[src/pkg/tmr_defines.svh]
/*
  Constants for the dual 8-bit cascadable timer: register offsets, control
  field positions, reset values, source clock exponents and mode codes.
  Assumes inclusion by bare name from the design and testbench files.
*/
`ifndef TMR_DEFINES_SVH
`define TMR_DEFINES_SVH

// ----------------------------------------------------------------------
// Register offsets
// ----------------------------------------------------------------------
`define TMR_OFF_CTRL_A 8'h20
`define TMR_OFF_CTRL_B 8'h21
`define TMR_OFF_SYS 8'h22
`define TMR_OFF_PER_A 8'h24
`define TMR_OFF_DUTY_A 8'h25
`define TMR_OFF_PER_B 8'h26
`define TMR_OFF_DUTY_B 8'h27
`define TMR_OFF_STATUS 8'h28
`define TMR_OFF_MASK 8'h29

// ----------------------------------------------------------------------
// Control fields and reset values
// ----------------------------------------------------------------------
`define TMR_FF_BIT 7
`define TMR_CK_HI 6
`define TMR_CK_LO 4
`define TMR_RUN_BIT 3
`define TMR_MODE_HI 2
`define TMR_MODE_LO 0
`define TMR_HALVE_BIT 0
`define TMR_CTRL_RST 8'h00
`define TMR_CMP_RST 8'hFF
`define TMR_ZERO8 8'h00
`define TMR_ONES8 8'hFF
`define TMR_ONES16 16'hFFFF
`define TMR_IRQ_A 0
`define TMR_IRQ_B 1

// ----------------------------------------------------------------------
// Source clock codes and divider exponents
// ----------------------------------------------------------------------
`define TMR_CK_DIV11 3'h0
`define TMR_CK_DIV7 3'h1
`define TMR_CK_DIV5 3'h2
`define TMR_CK_DIV3 3'h3
`define TMR_CK_PIN 3'h7
`define TMR_EXP11 4'hB
`define TMR_EXP7 4'h7
`define TMR_EXP5 4'h5
`define TMR_EXP3 4'h3
`define TMR_EXP_ONE 4'h1
`define TMR_PRE_W 13

// ----------------------------------------------------------------------
// Mode codes
// ----------------------------------------------------------------------
`define TMR_M_TIMER 3'h0
`define TMR_M_DIV 3'h1
`define TMR_M_PWM 3'h2
`define TMR_M_CASC 3'h3
`define TMR_M_T16 3'h4
`define TMR_M_WARM 3'h5
`define TMR_M_PWM16 3'h6
`define TMR_M_PPG 3'h7

`endif

[src/pkg/tmr_pkg.sv]
/*
  Types shared by the timer design files.
  Assumes nothing of its surroundings.
*/
package tmr_pkg;
	typedef logic [7:0] tmr_byte_t;
	typedef logic [7:0] tmr_addr_t;
	typedef logic [15:0] tmr_word_t;
endpackage

[src/rtl/tmr_edge_sync.sv]
/*
  Two-flop synchroniser for an event pin with a falling-edge pulse.
  Assumes the pin is asynchronous to ref_clk and holds each level two cycles.
*/
`timescale 1ns/1ps
module tmr_edge_sync (
	input wire logic ref_clk,
	input wire logic rst_n,
	input wire logic pin,
	output logic fall
);
	logic meta_reg;
	logic sync_reg;
	logic last_reg;

	// ------------------------------------------------------------------
	// Synchroniser and edge detector.
	// ------------------------------------------------------------------
	always_ff @(posedge ref_clk or negedge rst_n) begin
		if (!rst_n) begin
			meta_reg <= 1'b1;
			sync_reg <= 1'b1;
			last_reg <= 1'b1;
		end else begin
			meta_reg <= pin;
			sync_reg <= meta_reg;
			last_reg <= sync_reg;
		end
	end

	assign fall = last_reg & ~sync_reg;
endmodule // tmr_edge_sync

[src/rtl/tmr_top.sv]
/*
  Two 8-bit timer/counters, cascadable into one 16-bit counter, with their
  control and compare registers, prescaler, pulse outputs and interrupt.
  Assumes a simple register port on ref_clk and asynchronous event pins.
*/
// Added by the designer: the address-and-strobe port.
// What this block does
// - Counter A control: flip-flop bit 7, clock 6:4, run 3, mode 2:0, reset zero.
// - Counter B control uses the same layout at its own address.
// - A clock codes 0-3 give fc/2^11,7,5,3, halved optionally; 7 is pin.
// - B clock codes give the same dividers, halved optionally only for codes 0-1; code 7 is its own pin.
// - Clearing run stops the counter; setting it restarts from zero.
// - A mode 1 divider output, 2 PWM, 3 cascaded under counter B.
// - B modes: 0 timer/event, 1 divider, 2 PWM, 4 16-bit, 5 warm-up, 6 PWM16.
// - Cascaded: clock from A select, run and flip-flop from counter B.
// - A stopping write keeps mode, clock, flip-flop; a starting write may set them.
// - Duty compare may be written in any mode; its shadow reloads at start and on each match or overflow.
// - Each counter has a period and a duty 8-bit compare register.
// - Timer mode: match on period raises interrupt and clears the counter.
// - Event mode counts on each falling edge of the event pin.
// - Flip-flops reset to zero; divider pin drives the inverted flip-flop.
`timescale 1ns/1ps
`include "tmr_defines.svh"
module tmr_top (
	input wire logic ref_clk,
	input wire logic rst_n,
	input wire tmr_pkg::tmr_addr_t addr,
	input wire tmr_pkg::tmr_byte_t wdata,
	input wire logic wr,
	input wire logic rd,
	output tmr_pkg::tmr_byte_t rdata,
	input wire logic counter_a_event_pin,
	input wire logic counter_b_event_pin,
	output logic out_a,
	output logic out_b,
	output logic irq
);
	import tmr_pkg::*;

	tmr_byte_t ctrl_a_reg, ctrl_b_reg, per_a_reg, per_b_reg, duty_a_reg, duty_b_reg;
	tmr_byte_t cnt_a_reg, cnt_b_reg, shd_a_reg, shd_b_reg, rdata_reg;
	logic extra_halving_select_reg, ff_a_reg, ff_b_reg, out_a_reg, out_b_reg, irq_reg;
	logic [1:0] status_reg, mask_reg, status_next;
	logic [`TMR_PRE_W-1:0] pre_reg;
	logic [2:0] mode_a, mode_b, ck_a, ck_b;
	logic run_a, run_b, casc, run_a_eff, tick_a, tick_b, inc_a, inc_b;
	logic fall_a, fall_b, wr_ca, wr_cb, start_a, start_b, match_a, match_b, match16;
	logic ev_a, ev_b;
	logic [3:0] exp_a, exp_b;
	tmr_word_t cnt16, per16, shd16;

	// ------------------------------------------------------------------
	// Event pin synchronisers.
	// ------------------------------------------------------------------
	tmr_edge_sync u_sync_a (
		.ref_clk(ref_clk),
		.rst_n(rst_n),
		.pin(counter_a_event_pin),
		.fall(fall_a)
	);
	tmr_edge_sync u_sync_b (
		.ref_clk(ref_clk),
		.rst_n(rst_n),
		.pin(counter_b_event_pin),
		.fall(fall_b)
	);

	// ------------------------------------------------------------------
	// Field decode and source clocks.
	// ------------------------------------------------------------------
	function automatic logic tick_at(input logic [`TMR_PRE_W-1:0] c, input logic [3:0] e);
		logic [`TMR_PRE_W-1:0] m;
		m = (`TMR_PRE_W'(1) << e) - `TMR_PRE_W'(1);
		tick_at = &(c | ~m);
	endfunction

	function automatic logic [3:0] base_exp(input logic [2:0] ck);
		case (ck)
			`TMR_CK_DIV11: base_exp = `TMR_EXP11;
			`TMR_CK_DIV7: base_exp = `TMR_EXP7;
			`TMR_CK_DIV5: base_exp = `TMR_EXP5;
			default: base_exp = `TMR_EXP3;
		endcase
	endfunction

	assign mode_a = ctrl_a_reg[`TMR_MODE_HI:`TMR_MODE_LO];
	assign mode_b = ctrl_b_reg[`TMR_MODE_HI:`TMR_MODE_LO];
	assign ck_a = ctrl_a_reg[`TMR_CK_HI:`TMR_CK_LO];
	assign ck_b = ctrl_b_reg[`TMR_CK_HI:`TMR_CK_LO];
	assign run_a = ctrl_a_reg[`TMR_RUN_BIT];
	assign run_b = ctrl_b_reg[`TMR_RUN_BIT];
	assign casc = (mode_a == `TMR_M_CASC) && mode_b[2];
	assign run_a_eff = casc ? run_b : run_a;
	assign exp_a = base_exp(ck_a) + (extra_halving_select_reg ? `TMR_EXP_ONE : 4'h0);
	assign exp_b = base_exp(ck_b) + ((extra_halving_select_reg && !ck_b[1]) ? `TMR_EXP_ONE : 4'h0);
	assign tick_a = (ck_a == `TMR_CK_PIN) ? fall_a : (!ck_a[2] && tick_at(pre_reg, exp_a));
	assign tick_b = (ck_b == `TMR_CK_PIN) ? fall_b : (!ck_b[2] && tick_at(pre_reg, exp_b));
	assign inc_a = run_a_eff && tick_a && (casc || mode_a != `TMR_M_CASC);
	assign inc_b = run_b && tick_b && !mode_b[2] && (mode_b != `TMR_M_CASC);
	assign wr_ca = wr && (addr == `TMR_OFF_CTRL_A);
	assign wr_cb = wr && (addr == `TMR_OFF_CTRL_B);
	assign start_a = wr_ca && wdata[`TMR_RUN_BIT] && !run_a;
	assign start_b = wr_cb && wdata[`TMR_RUN_BIT] && !run_b;
	assign match_a = (cnt_a_reg == per_a_reg);
	assign match_b = (cnt_b_reg == per_b_reg);
	assign cnt16 = {cnt_b_reg, cnt_a_reg};
	assign per16 = {per_b_reg, per_a_reg};
	assign shd16 = {shd_b_reg, shd_a_reg};
	assign match16 = (cnt16 == per16);

	// ------------------------------------------------------------------
	// Match and overflow events.
	// ------------------------------------------------------------------
	always_comb begin
		ev_a = 1'b0;
		ev_b = 1'b0;
		if (casc) begin
			if (inc_a) begin
				if (mode_b == `TMR_M_PWM16) begin
					ev_b = (cnt16 == `TMR_ONES16);
				end else begin
					ev_b = match16;
				end
			end
		end else begin
			if (inc_a) begin
				ev_a = (mode_a == `TMR_M_PWM) ? (cnt_a_reg == `TMR_ONES8) : match_a;
			end
			if (inc_b) begin
				ev_b = (mode_b == `TMR_M_PWM) ? (cnt_b_reg == `TMR_ONES8) : match_b;
			end
		end
	end

	// ------------------------------------------------------------------
	// Prescaler.
	// ------------------------------------------------------------------
	always_ff @(posedge ref_clk or negedge rst_n) begin
		if (!rst_n) begin
			pre_reg <= '0;
		end else begin
			pre_reg <= pre_reg + `TMR_PRE_W'(1);
		end
	end

	// ------------------------------------------------------------------
	// Control and compare registers.
	// ------------------------------------------------------------------
	always_ff @(posedge ref_clk or negedge rst_n) begin
		if (!rst_n) begin
			ctrl_a_reg <= `TMR_CTRL_RST;
			ctrl_b_reg <= `TMR_CTRL_RST;
			extra_halving_select_reg <= 1'b0;
			per_a_reg <= `TMR_CMP_RST;
			per_b_reg <= `TMR_CMP_RST;
			duty_a_reg <= `TMR_CMP_RST;
			duty_b_reg <= `TMR_CMP_RST;
			mask_reg <= 2'h0;
		end else if (wr) begin
			case (addr)
				`TMR_OFF_CTRL_A: begin
					if (run_a && !wdata[`TMR_RUN_BIT]) begin
						ctrl_a_reg[`TMR_RUN_BIT] <= 1'b0;
					end else begin
						ctrl_a_reg <= wdata;
					end
				end
				`TMR_OFF_CTRL_B: begin
					if (run_b && !wdata[`TMR_RUN_BIT]) begin
						ctrl_b_reg[`TMR_RUN_BIT] <= 1'b0;
					end else begin
						ctrl_b_reg <= wdata;
					end
				end
				`TMR_OFF_SYS: extra_halving_select_reg <= wdata[`TMR_HALVE_BIT];
				`TMR_OFF_PER_A: per_a_reg <= wdata;
				`TMR_OFF_DUTY_A: duty_a_reg <= wdata;
				`TMR_OFF_PER_B: per_b_reg <= wdata;
				`TMR_OFF_DUTY_B: duty_b_reg <= wdata;
				`TMR_OFF_MASK: mask_reg <= wdata[1:0];
				default: ;
			endcase
		end
	end

	// ------------------------------------------------------------------
	// Counters and duty shadows.
	// ------------------------------------------------------------------
	always_ff @(posedge ref_clk or negedge rst_n) begin
		if (!rst_n) begin
			cnt_a_reg <= `TMR_ZERO8;
			cnt_b_reg <= `TMR_ZERO8;
			shd_a_reg <= `TMR_CMP_RST;
			shd_b_reg <= `TMR_CMP_RST;
		end else begin
			if (start_a || (start_b && mode_a == `TMR_M_CASC && wdata[`TMR_MODE_HI])) begin
				cnt_a_reg <= `TMR_ZERO8;
				shd_a_reg <= duty_a_reg;
			end else if (inc_a) begin
				if (casc && mode_b != `TMR_M_PWM16 && match16) begin
					cnt_a_reg <= `TMR_ZERO8;
				end else if (!casc && mode_a != `TMR_M_PWM && match_a) begin
					cnt_a_reg <= `TMR_ZERO8;
				end else begin
					cnt_a_reg <= cnt_a_reg + 8'h01;
				end
				if (ev_a || ev_b) begin
					shd_a_reg <= duty_a_reg;
				end
			end
			if (start_b) begin
				cnt_b_reg <= `TMR_ZERO8;
				shd_b_reg <= duty_b_reg;
			end else if (casc && inc_a) begin
				if (mode_b != `TMR_M_PWM16 && match16) begin
					cnt_b_reg <= `TMR_ZERO8;
				end else if (cnt_a_reg == `TMR_ONES8) begin
					cnt_b_reg <= cnt_b_reg + 8'h01;
				end
				if (ev_b) begin
					shd_b_reg <= duty_b_reg;
				end
			end else if (inc_b) begin
				if (mode_b != `TMR_M_PWM && match_b) begin
					cnt_b_reg <= `TMR_ZERO8;
				end else begin
					cnt_b_reg <= cnt_b_reg + 8'h01;
				end
				if (ev_b) begin
					shd_b_reg <= duty_b_reg;
				end
			end
		end
	end

	// ------------------------------------------------------------------
	// Output flip-flops and pulse pins.
	// ------------------------------------------------------------------
	always_ff @(posedge ref_clk or negedge rst_n) begin
		if (!rst_n) begin
			ff_a_reg <= 1'b0;
			ff_b_reg <= 1'b0;
		end else begin
			if (start_a) begin
				ff_a_reg <= wdata[`TMR_FF_BIT];
			end else if (ev_a && mode_a == `TMR_M_DIV) begin
				ff_a_reg <= ~ff_a_reg;
			end
			if (start_b) begin
				ff_b_reg <= wdata[`TMR_FF_BIT];
			end else if (casc && mode_b == `TMR_M_PPG && inc_a) begin
				if (match16) begin
					ff_b_reg <= 1'b0;
				end else if (cnt16 == shd16) begin
					ff_b_reg <= 1'b1;
				end
			end else if (ev_b && !casc && mode_b == `TMR_M_DIV) begin
				ff_b_reg <= ~ff_b_reg;
			end
		end
	end

	always_ff @(posedge ref_clk or negedge rst_n) begin
		if (!rst_n) begin
			out_a_reg <= 1'b1;
			out_b_reg <= 1'b1;
		end else begin
			if (!run_a_eff || casc) begin
				out_a_reg <= 1'b1;
			end else if (mode_a == `TMR_M_PWM) begin
				out_a_reg <= (cnt_a_reg < shd_a_reg);
			end else begin
				out_a_reg <= ~ff_a_reg;
			end
			if (!run_b) begin
				out_b_reg <= 1'b1;
			end else if (casc && mode_b == `TMR_M_PWM16) begin
				out_b_reg <= (cnt16 < shd16);
			end else if (!casc && mode_b == `TMR_M_PWM) begin
				out_b_reg <= (cnt_b_reg < shd_b_reg);
			end else begin
				out_b_reg <= ~ff_b_reg;
			end
		end
	end

	// ------------------------------------------------------------------
	// Interrupt status, read data and interrupt output.
	// ------------------------------------------------------------------
	always_comb begin
		status_next = status_reg;
		if (rd && addr == `TMR_OFF_STATUS) begin
			status_next = 2'h0;
		end
		status_next[`TMR_IRQ_A] = status_next[`TMR_IRQ_A] | ev_a;
		status_next[`TMR_IRQ_B] = status_next[`TMR_IRQ_B] | ev_b;
	end

	always_ff @(posedge ref_clk or negedge rst_n) begin
		if (!rst_n) begin
			status_reg <= 2'h0;
			irq_reg <= 1'b0;
		end else begin
			status_reg <= status_next;
			irq_reg <= |(status_next & mask_reg);
		end
	end

	always_ff @(posedge ref_clk or negedge rst_n) begin
		if (!rst_n) begin
			rdata_reg <= `TMR_ZERO8;
		end else if (rd) begin
			case (addr)
				`TMR_OFF_CTRL_A: rdata_reg <= ctrl_a_reg;
				`TMR_OFF_CTRL_B: rdata_reg <= ctrl_b_reg;
				`TMR_OFF_SYS: rdata_reg <= {7'h00, extra_halving_select_reg};
				`TMR_OFF_PER_A: rdata_reg <= per_a_reg;
				`TMR_OFF_DUTY_A: rdata_reg <= duty_a_reg;
				`TMR_OFF_PER_B: rdata_reg <= per_b_reg;
				`TMR_OFF_DUTY_B: rdata_reg <= duty_b_reg;
				`TMR_OFF_STATUS: rdata_reg <= {6'h00, status_reg};
				`TMR_OFF_MASK: rdata_reg <= {6'h00, mask_reg};
				default: rdata_reg <= `TMR_ZERO8;
			endcase
		end else begin
			rdata_reg <= `TMR_ZERO8;
		end
	end

	assign rdata = rdata_reg;
	assign out_a = out_a_reg;
	assign out_b = out_b_reg;
	assign irq = irq_reg;

	// ------------------------------------------------------------------
	// Checks.
	// ------------------------------------------------------------------
	chk_ctrl_write: assert property (@(posedge ref_clk) disable iff (!rst_n)
		wr_ca && !run_a |=> ctrl_a_reg == $past(wdata))
		else $error("control A write not stored");

	chk_start_clear: assert property (@(posedge ref_clk) disable iff (!rst_n)
		start_a |=> cnt_a_reg == `TMR_ZERO8 && run_a)
		else $error("start did not clear counter A");

	chk_stop_hold: assert property (@(posedge ref_clk) disable iff (!rst_n)
		wr_cb && run_b && !wdata[`TMR_RUN_BIT] |=> !run_b && $stable(ctrl_b_reg[7:4])
		&& $stable(mode_b))
		else $error("stopping write altered control fields");

	chk_match_irq: assert property (@(posedge ref_clk) disable iff (!rst_n)
		inc_a && !casc && mode_a == `TMR_M_TIMER && match_a && !start_a
		|=> status_reg[`TMR_IRQ_A] && cnt_a_reg == `TMR_ZERO8)
		else $error("timer match missed");

	chk_event_count: assert property (@(posedge ref_clk) disable iff (!rst_n)
		run_b && !casc && mode_b == `TMR_M_TIMER && ck_b == `TMR_CK_PIN && fall_b
		&& !match_b && !start_b |=> cnt_b_reg == $past(cnt_b_reg) + 8'h01)
		else $error("event edge not counted");

	chk_div_pin: assert property (@(posedge ref_clk) disable iff (!rst_n)
		run_a && mode_a == `TMR_M_DIV ##1 run_a && mode_a == `TMR_M_DIV
		|-> out_a_reg == ~$past(ff_a_reg))
		else $error("divider pin not inverse of flip-flop");

	chk_casc_carry: assert property (@(posedge ref_clk) disable iff (!rst_n)
		casc && !start_b && cnt_b_reg != $past(cnt_b_reg) && $past(casc) && !$past(start_b)
		|-> $past(inc_a) && ($past(cnt_a_reg) == `TMR_ONES8 || $past(match16)))
		else $error("upper byte moved without carry");

	chk_irq_level: assert property (@(posedge ref_clk) disable iff (!rst_n)
		irq_reg == |(status_reg & $past(mask_reg)) || $past(!rst_n))
		else $error("interrupt level wrong");

	chk_read_clear: assert property (@(posedge ref_clk) disable iff (!rst_n)
		rd && addr == `TMR_OFF_STATUS && !ev_a && !ev_b |=> status_reg == 2'h0)
		else $error("status read did not clear");
endmodule // tmr_top

[config.mk]
export PLATFORM = sky130hd
export DESIGN_NAME = tmr_top
export DESIGN_NICKNAME = d
export VERILOG_FILES = /design/src/pkg/tmr_pkg.sv /design/src/rtl/tmr_edge_sync.sv /design/src/rtl/tmr_top.sv
export VERILOG_INCLUDE_DIRS = /design/src /design/src/pkg
export SDC_FILE = /design/constraint.sdc
export NUM_CORES = 1
export LEC_CHECK = 0
export BUFFER_PORTS_ARGS = -buffer_cell sky130_fd_sc_hd__clkbuf_2
export CAP_MARGIN = 40
export CORE_ASPECT_RATIO = 0.9
export CORE_MARGIN = 3
export CORE_UTILIZATION = 30
export CTS_BUF_LIST = sky130_fd_sc_hd__clkbuf_16
export DETAILED_ROUTE_END_ITERATION = 10
export PLACE_DENSITY_LB_ADDON = 0.08
export SETUP_SLACK_MARGIN = 0.05
export SLEW_MARGIN = 20
export SYNTH_ARGS = -nofsm -noshare
export SYNTH_HDL_FRONTEND = slang
export SYNTH_SLANG_ARGS = --single-unit
export TNS_END_PERCENT = 100
[constraint.sdc]
create_clock -name ref_clk -period 3.2 [get_ports ref_clk]
set_clock_uncertainty 0.1 [all_clocks]
set_input_delay 0.16 -clock ref_clk [delete_from_list [all_inputs] [get_ports ref_clk]]
set_output_delay 0.16 -clock ref_clk [all_outputs]
set_load 0.05 [all_outputs]
==> results of run 1 <==
==> synthesized netlist by cell type, types with 5 or more instances <==
| master | n | area [µm²] |
|---|---|---|
| a21o_1 | 6 | 45.0 |
| a21oi_1 | 35 | 175 |
| a222oi_1 | 6 | 60.1 |
| and3_1 | 9 | 56.3 |
| clkbuf_1 | 11 | 41.3 |
| dfrtp_1 | 61 | 1530 |
| dfstp_2 | 56 | 1470 |
| ha_1 | 22 | 275 |
| inv_1 | 26 | 97.6 |
| mux2_2 | 70 | 788 |
| mux2i_1 | 13 | 130 |
| nand2_1 | 36 | 135 |
| nand2b_1 | 16 | 100 |
| nand3_1 | 22 | 110 |
| nand3b_1 | 5 | 37.5 |
| nand4_1 | 12 | 75.1 |
| nor2_1 | 34 | 128 |
| nor2b_1 | 10 | 62.6 |
| nor3_1 | 6 | 30.0 |
| o21ai_0 | 13 | 65.1 |
| o22ai_1 | 5 | 31.3 |
| xnor2_1 | 27 | 236 |
| xor2_1 | 6 | 52.6 |
==> kinds of logic (layout without fill, tap and decap cells) <==
family                   count (synthesis)  count (layout)  share of synthesized area
AND/OR/NAND/NOR                        177             177                      0.154
flip-flops                             117             117                      0.469
AO/OA/AOI/OAI                          107             107                      0.118
multiplexers                            83              83                      0.144
buffers and inverters                   45             112                     0.0274
XOR/XNOR                                33              33                     0.0452
adder cells (fa/ha/maj)                 22              22                     0.0430
other                                    1               4                   0.000586
==> path summary, 6_finish.rpt <==
path	depth (start not counted)	slack (ps)	to
max in group asynchronous	4	1980	shd_b_reg[5]$_DFFE_PN1P_
max	8	270	shd_b_reg[5]$_DFFE_PN1P_
min in group asynchronous	2	110	ctrl_b_reg[7]$_DFFE_PN0P_
min reg2reg	0	250	u_sync_b.sync_reg$_DFF_PN1_
max reg2reg	8	270	shd_b_reg[5]$_DFFE_PN1P_
min	2	30	mask_reg[1]$_DFFE_PN0P_
==> routing by layer <==
| metal | vias to the layer above | GRT usage | share of wire |
|---|---|---|---|
| li1 | 2234 | - | - |
| met1 | 2419 | 0.247 | 0.51 |
| met2 | 108 | 0.247 | 0.43 |
| met3 | 11 | 0.0412 | 0.045 |
| met4 | 0 | 0.0475 | 0.0081 |
| met5 | - | 0 | 0 |
==> worst register-to-register path: stages (launching register included) <==
cell,delay [ps]
dfrtp_1,500
nand2b_1,140
a2111oi_0,410
o2111ai_1,180
o21ai_0,400
a21boi_2,380
a21oi_1,110
and2_1,300
mux2_2,330
==> power groups by stage <==
stage | Clock [mW] | Combinational (mW) | Sequential [mW]
floorplan | 0 | 0.141 | 1.59
global placement | 0 | 0.254 | 1.61
detailed placement | 0 | 0.253 | 1.61
CTS | 1.95 | 0.257 | 1.59
global route | 2.02 | 0.289 | 1.60
finish | 1.90 | 0.259 | 1.59
==> what timing repair did <==
| action | CTS | global route |
|---|---|---|
| resized for setup | 0 | 1 |
| endpoints found under the hold margin | 35 | 0 |
| setup buffers | 0 | 0 |
| hold buffers | 3 | 0 |
| setup endpoints to repair | 0 | 8 |
==> layout make-up <==
cell class	instances	area share
well taps	286	0.0469
clock inverters	15	0.0218
flip-flops and latches	117	0.393
clock buffers	17	0.0558
multi-input cells	426	0.424
inverters	26	0.0128
repair buffers	54	0.0456
==> metrics.cfg, run 1 <==
[outcome]
status = finished clean

[timing]
max-slew-margin-rel = 0.624
drv_slew = 0
period_share = 0.915
fin_crit_ps = 2930
hold_viol = 0
fmax_mhz = 341
setup_tns_ps = 0
setup_viol = 0
rsz0062_at_grt = no
hold_slack_ps = 31.2
worst_slack_ps = 271
worstMarginPinSlew_ps = 563

[yosys]
synth_cells = 585
synth-edff-count = 0
synth_area_per_cell_um2 = 10.9
ys_ff_latch = 117
async_reset_ff_frac = 1.00
yosysSeqAreaShare = 0.469
synth_ff_type = dfrtp_1
netlist_area_um2 = 6390
ys_warn_count = 0
ys_types = 71

[critical_path]
slowest_delay_ps = 500
cp_num_buf_inv = 0
cp_data_required_time_ps = 3440
worstReg2RegStart = ctrl_b_reg[3]$_DFFE_PN0P_
critical_path_class = flip-flop to flip-flop
start_kind = flip-flop
cp_slowest_cell = dfrtp_1
cp-end-kind = flip-flop
cp_top_family = compound AO/OA/AOI/OAI gates
cp.arrival_ps = 3170
cp_max_fo = 8
crit_start = ctrl_b_reg[3]$_DFFE_PN0P_
path_cells = nand2b_1 -> a2111oi_0 -> o2111ai_1 -> o21ai_0 -> a21boi_2 -> a21oi_1 -> and2_1 -> mux2_2

[clock_network]
cts_made_buffers = 17
cts_tree = built
clk_path_buf_depth = 2
htreeDepth = 4
clkSlewWorstSetupHoldPaths_ps = 50
ctsRootBufferMaster = clkbuf_16
clk_latency_ps = 420
cts.sinks = 117

[power]
switching_share = 0.238
power_mw = 3.75
pwr-share-seq = 0.424
p_sw_uw = 894
leakage_nw = 3.23
power.density_nw_per_um2 = 492
comb_power_share = 0.069
ir_drop_mv = 0.287
p_int_mw = 2.86
power_frac_clock = 0.507

[route]
drt_first_iter_violations = 293
vias = 4772
drc = 0
route.final.wire_length_um = 18400
vias_per_cell = 5.07
drtPass1Iterations = 5
final_antenna_net_count = 0
wire_per_inst_um = 19.6

[min_path]
hp-start = wdata[1]
hold_path.class = primary input to flip-flop

[cells_and_area]
nFillCells = 2111
ff_latch_area_um2 = 3000
layout.cells.non_filler = 941
drive_above_1_share = 0.334
mostFrequentLayoutCells = 70 x mux2_2, 61 x dfrtp_1, 56 x dfstp_2, 36 x nand2_1, 35 x a21oi_1
antennaDiodeCount = 0
finalNetCount = 686
utilization = 0.365
stdcell_area_um2 = 7630
multiInputGateArea_um2 = 3240
final_common_cell = mux2_2
largest_register_ff_count = 13
area_delta_synth_final_pct = 19.3

[placement]
placed_area_um2 = 6980
gp_congestion = 0.854
post-place-cells = 905
dp_hpwl_um = 13800
io_buffers = 32
dp_slack_ps = 167

[floorplanning]
rows = 50
dieArea_um2 = 23100
coreArea_um2 = 20900
initial_utilization = 0.306
die_y_um = 145
ios = 33
die_w_um = 160

[grt]
overflow = 0
grt_max_degree = 53
grt_pass1_wl_um = 29200
antenna_found_initial = 0
track_usage = 0.168
grt_pass1_vias = 4894

[run]
max_cap_viol_count = 0

No activity file was read; power rests on OpenSTA's default activity.
==> run 2: changes to the inputs <==
--- a/config.mk
+++ b/config.mk
@@ -6,14 +6,16 @@
 export SDC_FILE = /design/constraint.sdc
 export NUM_CORES = 1
 export LEC_CHECK = 0
-export BUFFER_PORTS_ARGS = -buffer_cell sky130_fd_sc_hd__clkbuf_2
 export CAP_MARGIN = 40
 export CORE_ASPECT_RATIO = 0.9
 export CORE_MARGIN = 3
 export CORE_UTILIZATION = 30
 export CTS_BUF_LIST = sky130_fd_sc_hd__clkbuf_16
 export DETAILED_ROUTE_END_ITERATION = 10
+export DONT_BUFFER_PORTS = 1
+export HOLD_SLACK_MARGIN = 0.05
 export PLACE_DENSITY_LB_ADDON = 0.08
+export REMOVE_ABC_BUFFERS = 1
 export SETUP_SLACK_MARGIN = 0.05
 export SLEW_MARGIN = 20
 export SYNTH_ARGS = -nofsm -noshare
==> metrics.cfg, run 2 (synthesis results as in run 1) <==
[cells_and_area]
final_common_cell = mux2_2
largest_register_ff_count = 13
ff_latch_area_um2 = 3000
antennaDiodeCount = 0
area_delta_synth_final_pct = 18.9
drive_above_1_share = 0.295
mostFrequentLayoutCells = 70 x mux2_2, 61 x dfrtp_1, 56 x dfstp_2, 36 x nand2_1, 35 x a21oi_1
nFillCells = 2104
finalNetCount = 671
multiInputGateArea_um2 = 3230
layout.cells.non_filler = 926

[floorplanning]
die_w_um = 160
ios = 33
rows = 50
dieArea_um2 = 23100
initial_utilization = 0.306
die_y_um = 145
coreArea_um2 = 20900

[power]
power.density_nw_per_um2 = 480
leakage_nw = 3.16
power_mw = 3.65
ir_drop_mv = 0.286

[clock_network]
post_cts_buffers = 0
clkSlewWorstSetupHoldPaths_ps = 60
cts.sinks = 117
ctsRootBufferMaster = clkbuf_16
clk_path_buf_depth = 2
cts_made_buffers = 17
clk_latency_ps = 420
htreeDepth = 4
cts_tree = built

[critical_path]
cp_max_fo = 13
worstReg2RegStart = extra_halving_select_reg$_DFFE_PN0P_
crit_start = extra_halving_select_reg$_DFFE_PN0P_
cp.arrival_ps = 3220
cp-end-kind = flip-flop
r2r_slack_ps = 220
start_kind = flip-flop
reg2regPathDepth = 7
critical_path_class = flip-flop to flip-flop
r2r_end = shd_b_reg[5]$_DFFE_PN1P_
cp_data_required_time_ps = 3440

[grt]
grt_pass1_wl_um = 30000
grt_pass1_vias = 5032
grt_max_degree = 118
track_usage = 0.172
antenna_found_initial = 0
overflow = 0

[timing]
setup_viol = 0
period_share = 0.932
rsz0062_at_grt = no
hold_viol = 0
fmax_mhz = 335
fin_crit_ps = 2980
drv_slew = 0
worstMarginPinSlew_ps = 801
setup_tns_ps = 0
hold_slack_ps = 76.9
max-slew-margin-rel = 0.464

[min_path]
min_to = cnt_a_reg[4]$_DFFE_PN0P_
holdPathStages = 4
hold_path.class = primary input to flip-flop
hp-start = addr[2]

[route]
wl_met2_um = 8260
drc = 0
wire_per_inst_um = 20.6
wl_met3_um = 856
drt_first_iter_violations = 314
final_antenna_net_count = 0
vias = 4752
vias_per_cell = 5.13
route.final.wire_length_um = 19000
drtPass1Iterations = 5
m1WireLength_um = 9570
highest_layer = met4

[placement]
dp_hpwl_um = 13700
gp_congestion = 0.867
post-place-cells = 873
io_buffers = 0

[run]
max_cap_viol_count = 0

[outcome]
status = finished clean

[run 2: worst max path at each step]
| stage | end | cells after the start |
|---|---|---|
| floorplan | cnt_b_reg[5]$_DFFE_PN0P_ | 8 |
| global placement | shd_b_reg[1]$_DFFE_PN1P_ | 7 |
| detailed placement | shd_b_reg[1]$_DFFE_PN1P_ | 7 |
| CTS | shd_b_reg[5]$_DFFE_PN1P_ | 7 |
| global route | shd_b_reg[5]$_DFFE_PN1P_ | 7 |
| finish | shd_b_reg[5]$_DFFE_PN1P_ | 7 |
[run 2: metal layers]
| layer | up-vias | global-route usage |
|---|---|---|
| met1 | 2422 | 0.242 |
| met3 | 23 | 0.0432 |
| li1 | 2212 | - |
| met5 | - | 0 |
| met4 | 0 | 0.0548 |
| met2 | 95 | 0.261 |
[run 2: metrics by stage]
step / area [µm²] / worst slack [ps] / utilization
4_1_cts: 7600 / 150 / 0.364
5_1_grt: 7610 / 68.1 / 0.364
3_3_place_gp: 6820 / 159 / 0.326
3_5_place_dp: 6820 / 183 / 0.326
2_1_floorplan: 6330 / 605 / -
6_report: 7610 / 217 / 0.364
[run 2: cell type report]
type / count / area share
Clock buffer: 17 / 0.0559
Clock inverter: 15 / 0.0171
Inverter: 26 / 0.0128
Multi-Input combinational cell: 426 / 0.425
Sequential cell: 117 / 0.394
Tap cell: 286 / 0.0470
Timing Repair Buffer: 39 / 0.0477
[run 2: critical path, cell delays in order (launching register included)]
cell     delay (ps)
dfrtp_1         600
or3b_2          480
a21oi_1         140
o31ai_1         110
o211a_1         300
a21oi_1         410
and2_2          380
mux2_2          370
[run 2: power breakdown]
part	internal, mW	total [mW]	switching (mW)	leakage (nW)
Combinational	0.109	0.240	0.131	1.49
Clock	1.07	1.82	0.748	0.266
Sequential	1.54	1.60	0.0547	1.40
Total	2.72	3.65	0.934	3.16
[run 2: repair_timing]
| action | CTS | global route |
|---|---|---|
| hold buffers | 21 | 0 |
| hold endpoints to repair | 176 | 0 |
| gates resized for setup | 0 | 1 |
| endpoints found under the setup margin | 0 | 16 |
